## src/rtl/asp_pkg.sv

```systemverilog
// Package with pin timing and speed-grade constants for the static memory port controller
package asp_pkg;

	// ------------------------------------------------------------
	// Geometry
	// ------------------------------------------------------------
	localparam int ASP_ADDR_W = 19;
	localparam int ASP_DATA_W = 8;
	localparam int ASP_WORDS  = 524288;

	// ------------------------------------------------------------
	// Clock
	// ------------------------------------------------------------
	localparam int ASP_CLK_PERIOD_NS = 10;

	// ------------------------------------------------------------
	// Speed grades 0, 1, 2 (fastest first), times in ns
	// ------------------------------------------------------------
	localparam int ASP_GRADES = 3;
	localparam int ASP_READ_CYCLE_MIN_NS [ASP_GRADES]        = '{17, 20, 25};
	localparam int ASP_ADDRESS_TO_DATA_MAX_NS [ASP_GRADES]   = '{17, 20, 25};
	localparam int ASP_SELECT_TO_DATA_MAX_NS [ASP_GRADES]    = '{17, 20, 25};
	localparam int ASP_ENABLE_TO_DATA_MAX_NS [ASP_GRADES]    = '{8, 10, 12};
	localparam int ASP_WRITE_CYCLE_MIN_NS [ASP_GRADES]       = '{17, 20, 25};
	localparam int ASP_SELECT_TO_WRITE_END_MIN_NS [ASP_GRADES] = '{12, 13, 15};
	localparam int ASP_ADDRESS_TO_WRITE_END_MIN_NS [ASP_GRADES] = '{12, 13, 15};
	localparam int ASP_WRITE_PULSE_MIN_NS [ASP_GRADES]       = '{12, 13, 15};
	localparam int ASP_WRITE_PULSE_OUTPUTS_ON_MIN_NS [ASP_GRADES] = '{17, 20, 25};
	localparam int ASP_DATA_SETUP_TO_WRITE_END_NS [ASP_GRADES] = '{8, 9, 10};
	localparam int ASP_ADDRESS_SETUP_MIN_NS   = 0;
	localparam int ASP_WRITE_RECOVERY_MIN_NS  = 0;
	localparam int ASP_DATA_HOLD_AFTER_WRITE_NS = 0;

	// Least times round up to whole cycles, never below one
	function automatic int asp_cycles_up(input int ns);
		int c;
		c = (ns + ASP_CLK_PERIOD_NS - 1) / ASP_CLK_PERIOD_NS;
		return (c < 1) ? 1 : c;
	endfunction

	// Counter width for the longest phase
	localparam int ASP_CNT_W = 4;

	// ------------------------------------------------------------
	// Controller states
	// ------------------------------------------------------------
	typedef enum logic [2:0] {
		ASP_IDLE  = 3'b000,
		ASP_RSEL  = 3'b001,
		ASP_RDONE = 3'b010,
		ASP_WSET  = 3'b011,
		ASP_WPULSE = 3'b100,
		ASP_WEND  = 3'b101
	} asp_state_e;

endpackage

```

## src/rtl/asp_count.sv

```systemverilog
// Down counter that times the read select and write pulse phases of a memory cycle
`timescale 1ns/1ns
module asp_count
	import asp_pkg::*;
#(
	parameter int CNT_W = ASP_CNT_W
) (
	// Clock and reset
	input  wire logic             clk_in,
	input  wire logic             nrst_in,
	// Control
	input  wire logic             load_in,
	input  wire logic [CNT_W-1:0] value_in,
	// Status
	output logic                  done_out
);

	logic [CNT_W-1:0] cnt_q;

	// The decrement constant needs at least two bits
	initial begin
		if (CNT_W < 2) begin
			$error("asp_count: counter must be at least two bits wide");
		end
	end

	always_ff @(posedge clk_in or negedge nrst_in) begin
		if (!nrst_in) begin
			cnt_q <= '0;
		end else if (load_in) begin
			cnt_q <= value_in;
		end else if (cnt_q != '0) begin
			cnt_q <= cnt_q - {{(CNT_W-1){1'b0}}, 1'b1};
		end
	end

	// Done while the count is zero and no load is pending, so a phase of N cycles loads N-1
	assign done_out = (cnt_q == '0) && !load_in;

endmodule

```

## src/rtl/asp_ctrl.sv

```systemverilog
// Clocked controller that drives a 512K x 8 asynchronous static memory through its pins
//
// Behaviour
// - Read holds write strobe high with select and enable low; memory drives data.
// - Controller never drives the bus while memory outputs are on.
// - Address valid at write start and held stable through write end.
// - Write interval 12/13/15 ns with enable high, longer with enable low.
// - Write data valid 8/9/10 ns before write end; zero hold allowed.
// - Select and address lead write end 12/13/15 ns; cycle 17/20/25 ns.
`timescale 1ns/1ns
module asp_ctrl
	import asp_pkg::*;
#(
	parameter int GRADE = 2
) (
	// Clock and reset
	input  wire logic                  clk_in,
	input  wire logic                  nrst_in,
	// User request
	input  wire logic                  req_valid_in,
	input  wire logic                  req_write_in,
	input  wire logic [ASP_ADDR_W-1:0] req_addr_in,
	input  wire logic [ASP_DATA_W-1:0] req_wdata_in,
	output logic                       req_ready_out,
	// User answer
	output logic                       rsp_valid_out,
	output logic [ASP_DATA_W-1:0]      rsp_rdata_out,
	// Memory pins
	output logic [ASP_ADDR_W-1:0]      word_address_out,
	output logic                       sel_n_out,
	output logic                       wstrobe_n_out,
	output logic                       oen_n_out,
	input  wire logic [ASP_DATA_W-1:0] shared_data_bus_in,
	output logic [ASP_DATA_W-1:0]      shared_data_bus_out,
	output logic                       shared_data_bus_oe_out
);

	// ------------------------------------------------------------
	// Helpers
	// ------------------------------------------------------------
	// Larger of two cycle counts
	function automatic int max_of(input int a, input int b);
		return (a > b) ? a : b;
	endfunction

	// True in the states that frame a write with select low
	function automatic logic frames_write(input asp_state_e s);
		return (s == ASP_WSET) || (s == ASP_WPULSE);
	endfunction

	// ------------------------------------------------------------
	// Phase lengths in clocks
	// ------------------------------------------------------------
	localparam int RC_CYC = asp_cycles_up(ASP_READ_CYCLE_MIN_NS[GRADE]);
	localparam int AA_CYC = asp_cycles_up(ASP_ADDRESS_TO_DATA_MAX_NS[GRADE]);
	localparam int CO_CYC = asp_cycles_up(ASP_SELECT_TO_DATA_MAX_NS[GRADE]);
	localparam int OE_CYC = asp_cycles_up(ASP_ENABLE_TO_DATA_MAX_NS[GRADE]);
	// Select, address and enable all move on one edge, so the slowest access decides
	localparam int RD_CYC = max_of(max_of(RC_CYC, AA_CYC), max_of(CO_CYC, OE_CYC));
	localparam int WP_CYC = asp_cycles_up(ASP_WRITE_PULSE_MIN_NS[GRADE]);
	localparam int DS_CYC = asp_cycles_up(ASP_DATA_SETUP_TO_WRITE_END_NS[GRADE]);
	localparam int CW_CYC = asp_cycles_up(ASP_SELECT_TO_WRITE_END_MIN_NS[GRADE]);
	localparam int WC_CYC = asp_cycles_up(ASP_WRITE_CYCLE_MIN_NS[GRADE]);
	localparam int PULSE0 = max_of(WP_CYC, DS_CYC);
	localparam int PULSE1 = max_of(PULSE0, CW_CYC);
	// Setup cycle plus pulse must also meet the whole write cycle
	localparam int PULSE  = (PULSE1 + 1 >= WC_CYC) ? PULSE1 : WC_CYC - 1;

	// Refuse grades and counts that the phase counter cannot time
	initial begin
		if (PULSE < WP_CYC || PULSE + 1 < WC_CYC) begin
			$error("asp_ctrl: write pulse shorter than the grade allows");
		end
		if (RD_CYC < OE_CYC || RD_CYC < RC_CYC) begin
			$error("asp_ctrl: read phase shorter than the grade allows");
		end
		if (GRADE < 0 || GRADE >= ASP_GRADES) begin
			$error("asp_ctrl: unsupported speed grade");
		end
		if (RD_CYC >= (1 << ASP_CNT_W) || PULSE >= (1 << ASP_CNT_W)) begin
			$error("asp_ctrl: phase counter too narrow");
		end
	end

	// ------------------------------------------------------------
	// State
	// ------------------------------------------------------------
	asp_state_e state_q;
	asp_state_e state_d;
	logic                  cnt_load;
	logic [ASP_CNT_W-1:0]  cnt_value;
	logic                  cnt_done;

	asp_count #(
		.CNT_W (ASP_CNT_W)
	) u_count (
		.clk_in   (clk_in),
		.nrst_in  (nrst_in),
		.load_in  (cnt_load),
		.value_in (cnt_value),
		.done_out (cnt_done)
	);

	wire take = req_valid_in && req_ready_out;

	always_comb begin
		state_d   = state_q;
		cnt_load  = 1'b0;
		cnt_value = '0;
		case (state_q)
			ASP_IDLE: begin
				if (take && req_write_in) begin
					state_d = ASP_WSET;
				end else if (take) begin
					state_d   = ASP_RSEL;
					cnt_load  = 1'b1;
					cnt_value = ASP_CNT_W'(RD_CYC - 1);
				end
			end
			ASP_RSEL: begin
				if (cnt_done) begin
					state_d = ASP_RDONE;
				end
			end
			ASP_RDONE: begin
				state_d = ASP_IDLE;
			end
			ASP_WSET: begin
				state_d   = ASP_WPULSE;
				cnt_load  = 1'b1;
				cnt_value = ASP_CNT_W'(PULSE - 1);
			end
			ASP_WPULSE: begin
				if (cnt_done) begin
					state_d = ASP_WEND;
				end
			end
			ASP_WEND: begin
				state_d = ASP_IDLE;
			end
			default: begin
				state_d = ASP_IDLE;
			end
		endcase
	end

	always_ff @(posedge clk_in or negedge nrst_in) begin
		if (!nrst_in) begin
			state_q <= ASP_IDLE;
		end else begin
			state_q <= state_d;
		end
	end

	// ------------------------------------------------------------
	// Address and data
	// ------------------------------------------------------------
	// Address only changes when a request is taken, so it is stable across the strobe
	always_ff @(posedge clk_in or negedge nrst_in) begin
		if (!nrst_in) begin
			word_address_out    <= '0;
			shared_data_bus_out <= '0;
		end else if (take) begin
			word_address_out    <= req_addr_in;
			shared_data_bus_out <= req_wdata_in;
		end
	end

	// ------------------------------------------------------------
	// Strobes
	// ------------------------------------------------------------
	// Enable stays high for writes: shorter pulse allowed and the memory never drives
	always_ff @(posedge clk_in or negedge nrst_in) begin
		if (!nrst_in) begin
			sel_n_out     <= 1'b1;
			wstrobe_n_out <= 1'b1;
			oen_n_out     <= 1'b1;
		end else begin
			sel_n_out     <= !(state_d == ASP_RSEL || frames_write(state_d));
			wstrobe_n_out <= !(state_d == ASP_WPULSE);
			oen_n_out     <= !(state_d == ASP_RSEL);
		end
	end

	// Bus driven only while enable is high and a write is framed
	always_ff @(posedge clk_in or negedge nrst_in) begin
		if (!nrst_in) begin
			shared_data_bus_oe_out <= 1'b0;
		end else begin
			shared_data_bus_oe_out <= frames_write(state_d);
		end
	end

	// ------------------------------------------------------------
	// Handshake and answer
	// ------------------------------------------------------------
	always_ff @(posedge clk_in or negedge nrst_in) begin
		if (!nrst_in) begin
			req_ready_out <= 1'b0;
			rsp_valid_out <= 1'b0;
			rsp_rdata_out <= '0;
		end else begin
			// Ready drops on the take edge so a held request is not taken twice
			req_ready_out <= (state_d == ASP_IDLE) && !(state_q == ASP_IDLE && take);
			rsp_valid_out <= (state_q == ASP_RDONE) || (state_q == ASP_WEND);
			if (state_q == ASP_RSEL && cnt_done) begin
				// Taken on the edge that raises select and enable, while the memory still drives
				rsp_rdata_out <= shared_data_bus_in;
			end
		end
	end

endmodule

```

## config.mk

```make
export PLATFORM = sky130hd
export DESIGN_NAME = asp_ctrl
export DESIGN_NICKNAME = d
export VERILOG_FILES = /design/src/rtl/asp_pkg.sv /design/src/rtl/asp_count.sv /design/src/rtl/asp_ctrl.sv
export SDC_FILE = /design/constraint.sdc
export NUM_CORES = 1
export LEC_CHECK = 0
export BUFFER_PORTS_ARGS = -buffer_cell sky130_fd_sc_hd__buf_2
export CAP_MARGIN = 30
export CORE_AREA = 10 10 75 77
export CTS_BUF_LIST = sky130_fd_sc_hd__clkbuf_16
export CTS_CLUSTER_SIZE = 8
export DETAILED_ROUTE_END_ITERATION = 10
export DIE_AREA = 0 0 85 87
export PLACE_DENSITY = 0.91
export SLEW_MARGIN = 10
export SYNTH_ARGS = -nofsm -noshare
export SYNTH_HDL_FRONTEND = slang
export SYNTH_HIERARCHICAL = 1
export SYNTH_SLANG_ARGS = --single-unit
```

## constraint.sdc

```tcl
create_clock -name clk_in -period 7.79 [get_ports clk_in]
set_input_delay 1.558 -clock clk_in [delete_from_list [all_inputs] [get_ports clk_in]]
set_output_delay 1.558 -clock clk_in [all_outputs]
set_load 0.02 [all_outputs]
```

==> impl_metrics.py <==
metrics = {
    "global_routing": {
        "grt_first_pass_wirelength_um": 7360,
        "globalRouteTotalUtil_pct": 12.2,
        "overflow": 0,
        "antenna_found_initial": 0,
        "grt_max_degree": 31,
        "grt_pass1_vias": 1560,
    },
    "critical_path": {
        "cp-end-kind": "flip-flop",
        "reg2reg_setup_slack_ps": 4760,
        "critPathTopFamily": "simple AND/OR/NAND/NOR gates",
        "arrival_ps": 3830,
        "worstPathMaxFanout": 9,
        "required_ps": 7960,
        "start_kind": "input pin",
        "regToRegStartpoint": "state_q[2]$_DFF_PN0_",
        "cpPeakStageDelay_ps": 570,
        "worstReg2RegEnd": "rsp_rdata_out[4]$_DFFE_PN0P_",
        "cpMaxStageDelayCell": "or4b_4",
        "crit_type": "in2reg",
        "crit_end": "rsp_rdata_out[4]$_DFFE_PN0P_",
        "path_depth": 8,
        "reg2reg_depth": 7,
        "cp_cell_sequence": "buf_2 -> nand2_1 -> nor4_1 -> or2_2 -> or4b_4 -> inv_1 -> nor3b_4 -> mux2_2",
        "startpoint": "req_valid_in",
        "path_buf_inv": 2,
    },
    "placement": {
        "portBuffers": 79,
        "hpwl_um": 3420,
        "dp.cells": 273,
        "postPlaceCellArea_sq_um": 2440,
        "place_ws_ps": 3860,
        "gp_congestion": 0.812,
    },
    "clock_tree": {
        "clk_pin_slew_ps": 60,
        "cts_resized": 0,
        "cts_setup_buffers": 0,
        "cts_hold_buf": 0,
        "cts-root-buf": "clkbuf_16",
        "cts_made_buffers": 5,
        "cts.sinks": 48,
        "cts_tree": "done",
        "clock_latency_ps": 280,
        "clockBufferDepth": 2,
        "h-tree-depth": 2,
    },
    "yosys": {
        "synthesis.area_sq_um": 1990,
        "synth_compound_area_share_pct": 5.54,
        "synth_top_family_by_area": "multiplexers",
        "ys_seq_area_share_pct": 60.6,
        "synthFlopType": "dfrtp_1",
        "synth-xor-area-share_pct": 0.441,
        "netlist-cell-type-count": 34,
        "postSynth.asyncResetShare_pct": 100,
        "post_synth_mux_area_share_pct": 20.3,
        "ys_warn_count": 6,
        "synthAdderAreaFrac_pct": 1.26,
        "avgSynthCellArea_sq_um": 13.7,
        "netlist_instances": 145,
        "synth-simple-area-share_pct": 8.94,
        "synth_edf_count": 0,
        "ys_ff_latch": 48,
    },
    "timing": {
        "drv_slew": 0,
        "timing.final.ws_setup_ps": 4140,
        "period_minus_slack_ps": 3650,
        "rsz0062_at_grt": "no",
        "fin_setup_tns_ps": 0,
        "max_freq_mhz": 274,
        "worst_pin_slew_ps": 510,
        "fin_crit_sh_pct": 46.9,
        "slew_headroom_pct": 66.0,
        "fin_skew_ps": 3.86,
        "hold_viol": 0,
        "setup_violations": 0,
    },
    "finish": {
        "fin_cells": 281,
        "layout_commonest_cell": "buf_2",
        "layout_common_cells": "buf_2 (79), dfrtp_1 (45), mux2_2 (33), a21oi_1 (10), nor2_1 (8)",
        "fin_nets": 269,
        "antenna_cells": 0,
        "area_growth_pct": 30.1,
        "drive_gt1_share_pct": 56.8,
        "postLayoutCellArea_sq_um": 2580,
    },
    "die": {
        "rows": 24,
        "io_pins": 80,
        "die_height_um": 87,
        "die_w_um": 85,
        "coreArea_sq_um": 4230,
        "initial_utilization_pct": 46.9,
        "die_area_sq_um": 7400,
    },
    "power": {
        "p_leak_nw": 1.27,
        "power.density_nw_per_um2": 466,
        "ir_drop_mv": 0.291,
        "p_total_w": 0.00120,
    },
    "route": {
        "postRouteAntennaNets": 0,
        "viasPerCell": 5.12,
        "drt_iter0_markers": 94,
        "post_drt_wl_per_cell_um": 15.9,
        "dr_total_vias": 1440,
        "first_pass_iters": 4,
        "wl_um": 4470,
        "drc": 0,
    },
    "hold_path": {
        "min_path_type": "reg2reg",
    },
    "run_status": {
        "status": "finished clean",
    },
    "flow_run": {
        "max-cap-violations": 0,
    },
}
[registers in the layout, summed over array words and instances, names as in the netlist]
| name | count |
|---|---|
| oen_n_out | 1 |
| shared_data_bus_oe_out | 1 |
| wstrobe_n_out | 1 |
| shared_data_bus_out | 8 |
| req_ready_out | 1 |
| rsp_rdata_out | 8 |
| rsp_valid_out | 1 |
| word_address_out | 19 |
| state_q | 3 |
| u_count/cnt_q | 4 |
| sel_n_out | 1 |
[cell usage after synthesis, types with 2 or more instances]
cell type	number	area, sq um
dfstp_2	3	78.8
ha_1	2	25.0
nand2_1	3	11.3
nor3_1	3	15.0
or2_2	2	12.5
a21oi_1	10	50.1
inv_1	4	15.0
mux2_2	33	372
dfrtp_1	45	1130
nor2b_1	2	12.5
nor2_1	8	30.0
o21ai_0	4	20.0
mux2_1	2	22.5
nand2b_1	2	12.5
buf_2	3	15.0
[where the power goes]
group          internal (W)  leakage (nW)  switching, W
clock              0.000118        0.0635     0.0000892
sequential         0.000381         0.571     0.0000781
combinational      0.000232         0.634      0.000308
[how the worst min path moves through the flow]
stage,start,endpoint,slack (ps),cells after the start
global route,rsp_rdata_out[2]$_DFFE_PN0P_,rsp_rdata_out[2]$_DFFE_PN0P_,510,1
CTS,rsp_rdata_out[2]$_DFFE_PN0P_,rsp_rdata_out[2]$_DFFE_PN0P_,500,1
finish,rsp_rdata_out[2]$_DFFE_PN0P_,rsp_rdata_out[2]$_DFFE_PN0P_,490,1
global placement,rsp_rdata_out[3]$_DFFE_PN0P_,rsp_rdata_out[3]$_DFFE_PN0P_,470,1
floorplan,u_count/cnt_q[1]$_DFFE_PN0N_,u_count/cnt_q[1]$_DFFE_PN0N_,520,2
detailed placement,rsp_rdata_out[2]$_DFFE_PN0P_,rsp_rdata_out[2]$_DFFE_PN0P_,480,1
[layout make-up]
cell class | count | area, sq um
fillers | 353 | 1650
flip-flops and latches | 48 | 1200
multi-input cells | 88 | 733
repair buffers | 81 | 423
clock buffers | 5 | 125
well taps | 52 | 65.1
clock inverters | 3 | 18.8
inverters | 4 | 15.0
[cells by family after synthesis]
family                     Yosys count
AOI/OAI and AO/OA                   19
xor gates and xnor gates             1
adders and majority gates            2
buffers and inverters               10
DFF                                 48
muxes                               36
other                                1
and+or+nand+nor                     28
[per-layer routing]
metal | wire length [um] | global-route usage, % | vias to the layer above
met5 | 0 | 0 | -
li1 | - | - | 668
met4 | 53 | 3.89 | 0
met3 | 621 | 8.05 | 9
met2 | 2150 | 19.9 | 59
met1 | 1640 | 12.3 | 704
[through the flow]
stage / utilization (%) / hold WS, ps
floorplan: - / 516
global placement: 57.2 / 473
CTS: 61.1 / 497
finish: 61.1 / 493
detailed placement: 57.7 / 483
global route: 61.1 / 510
Power figures use the tool's default switching activity.
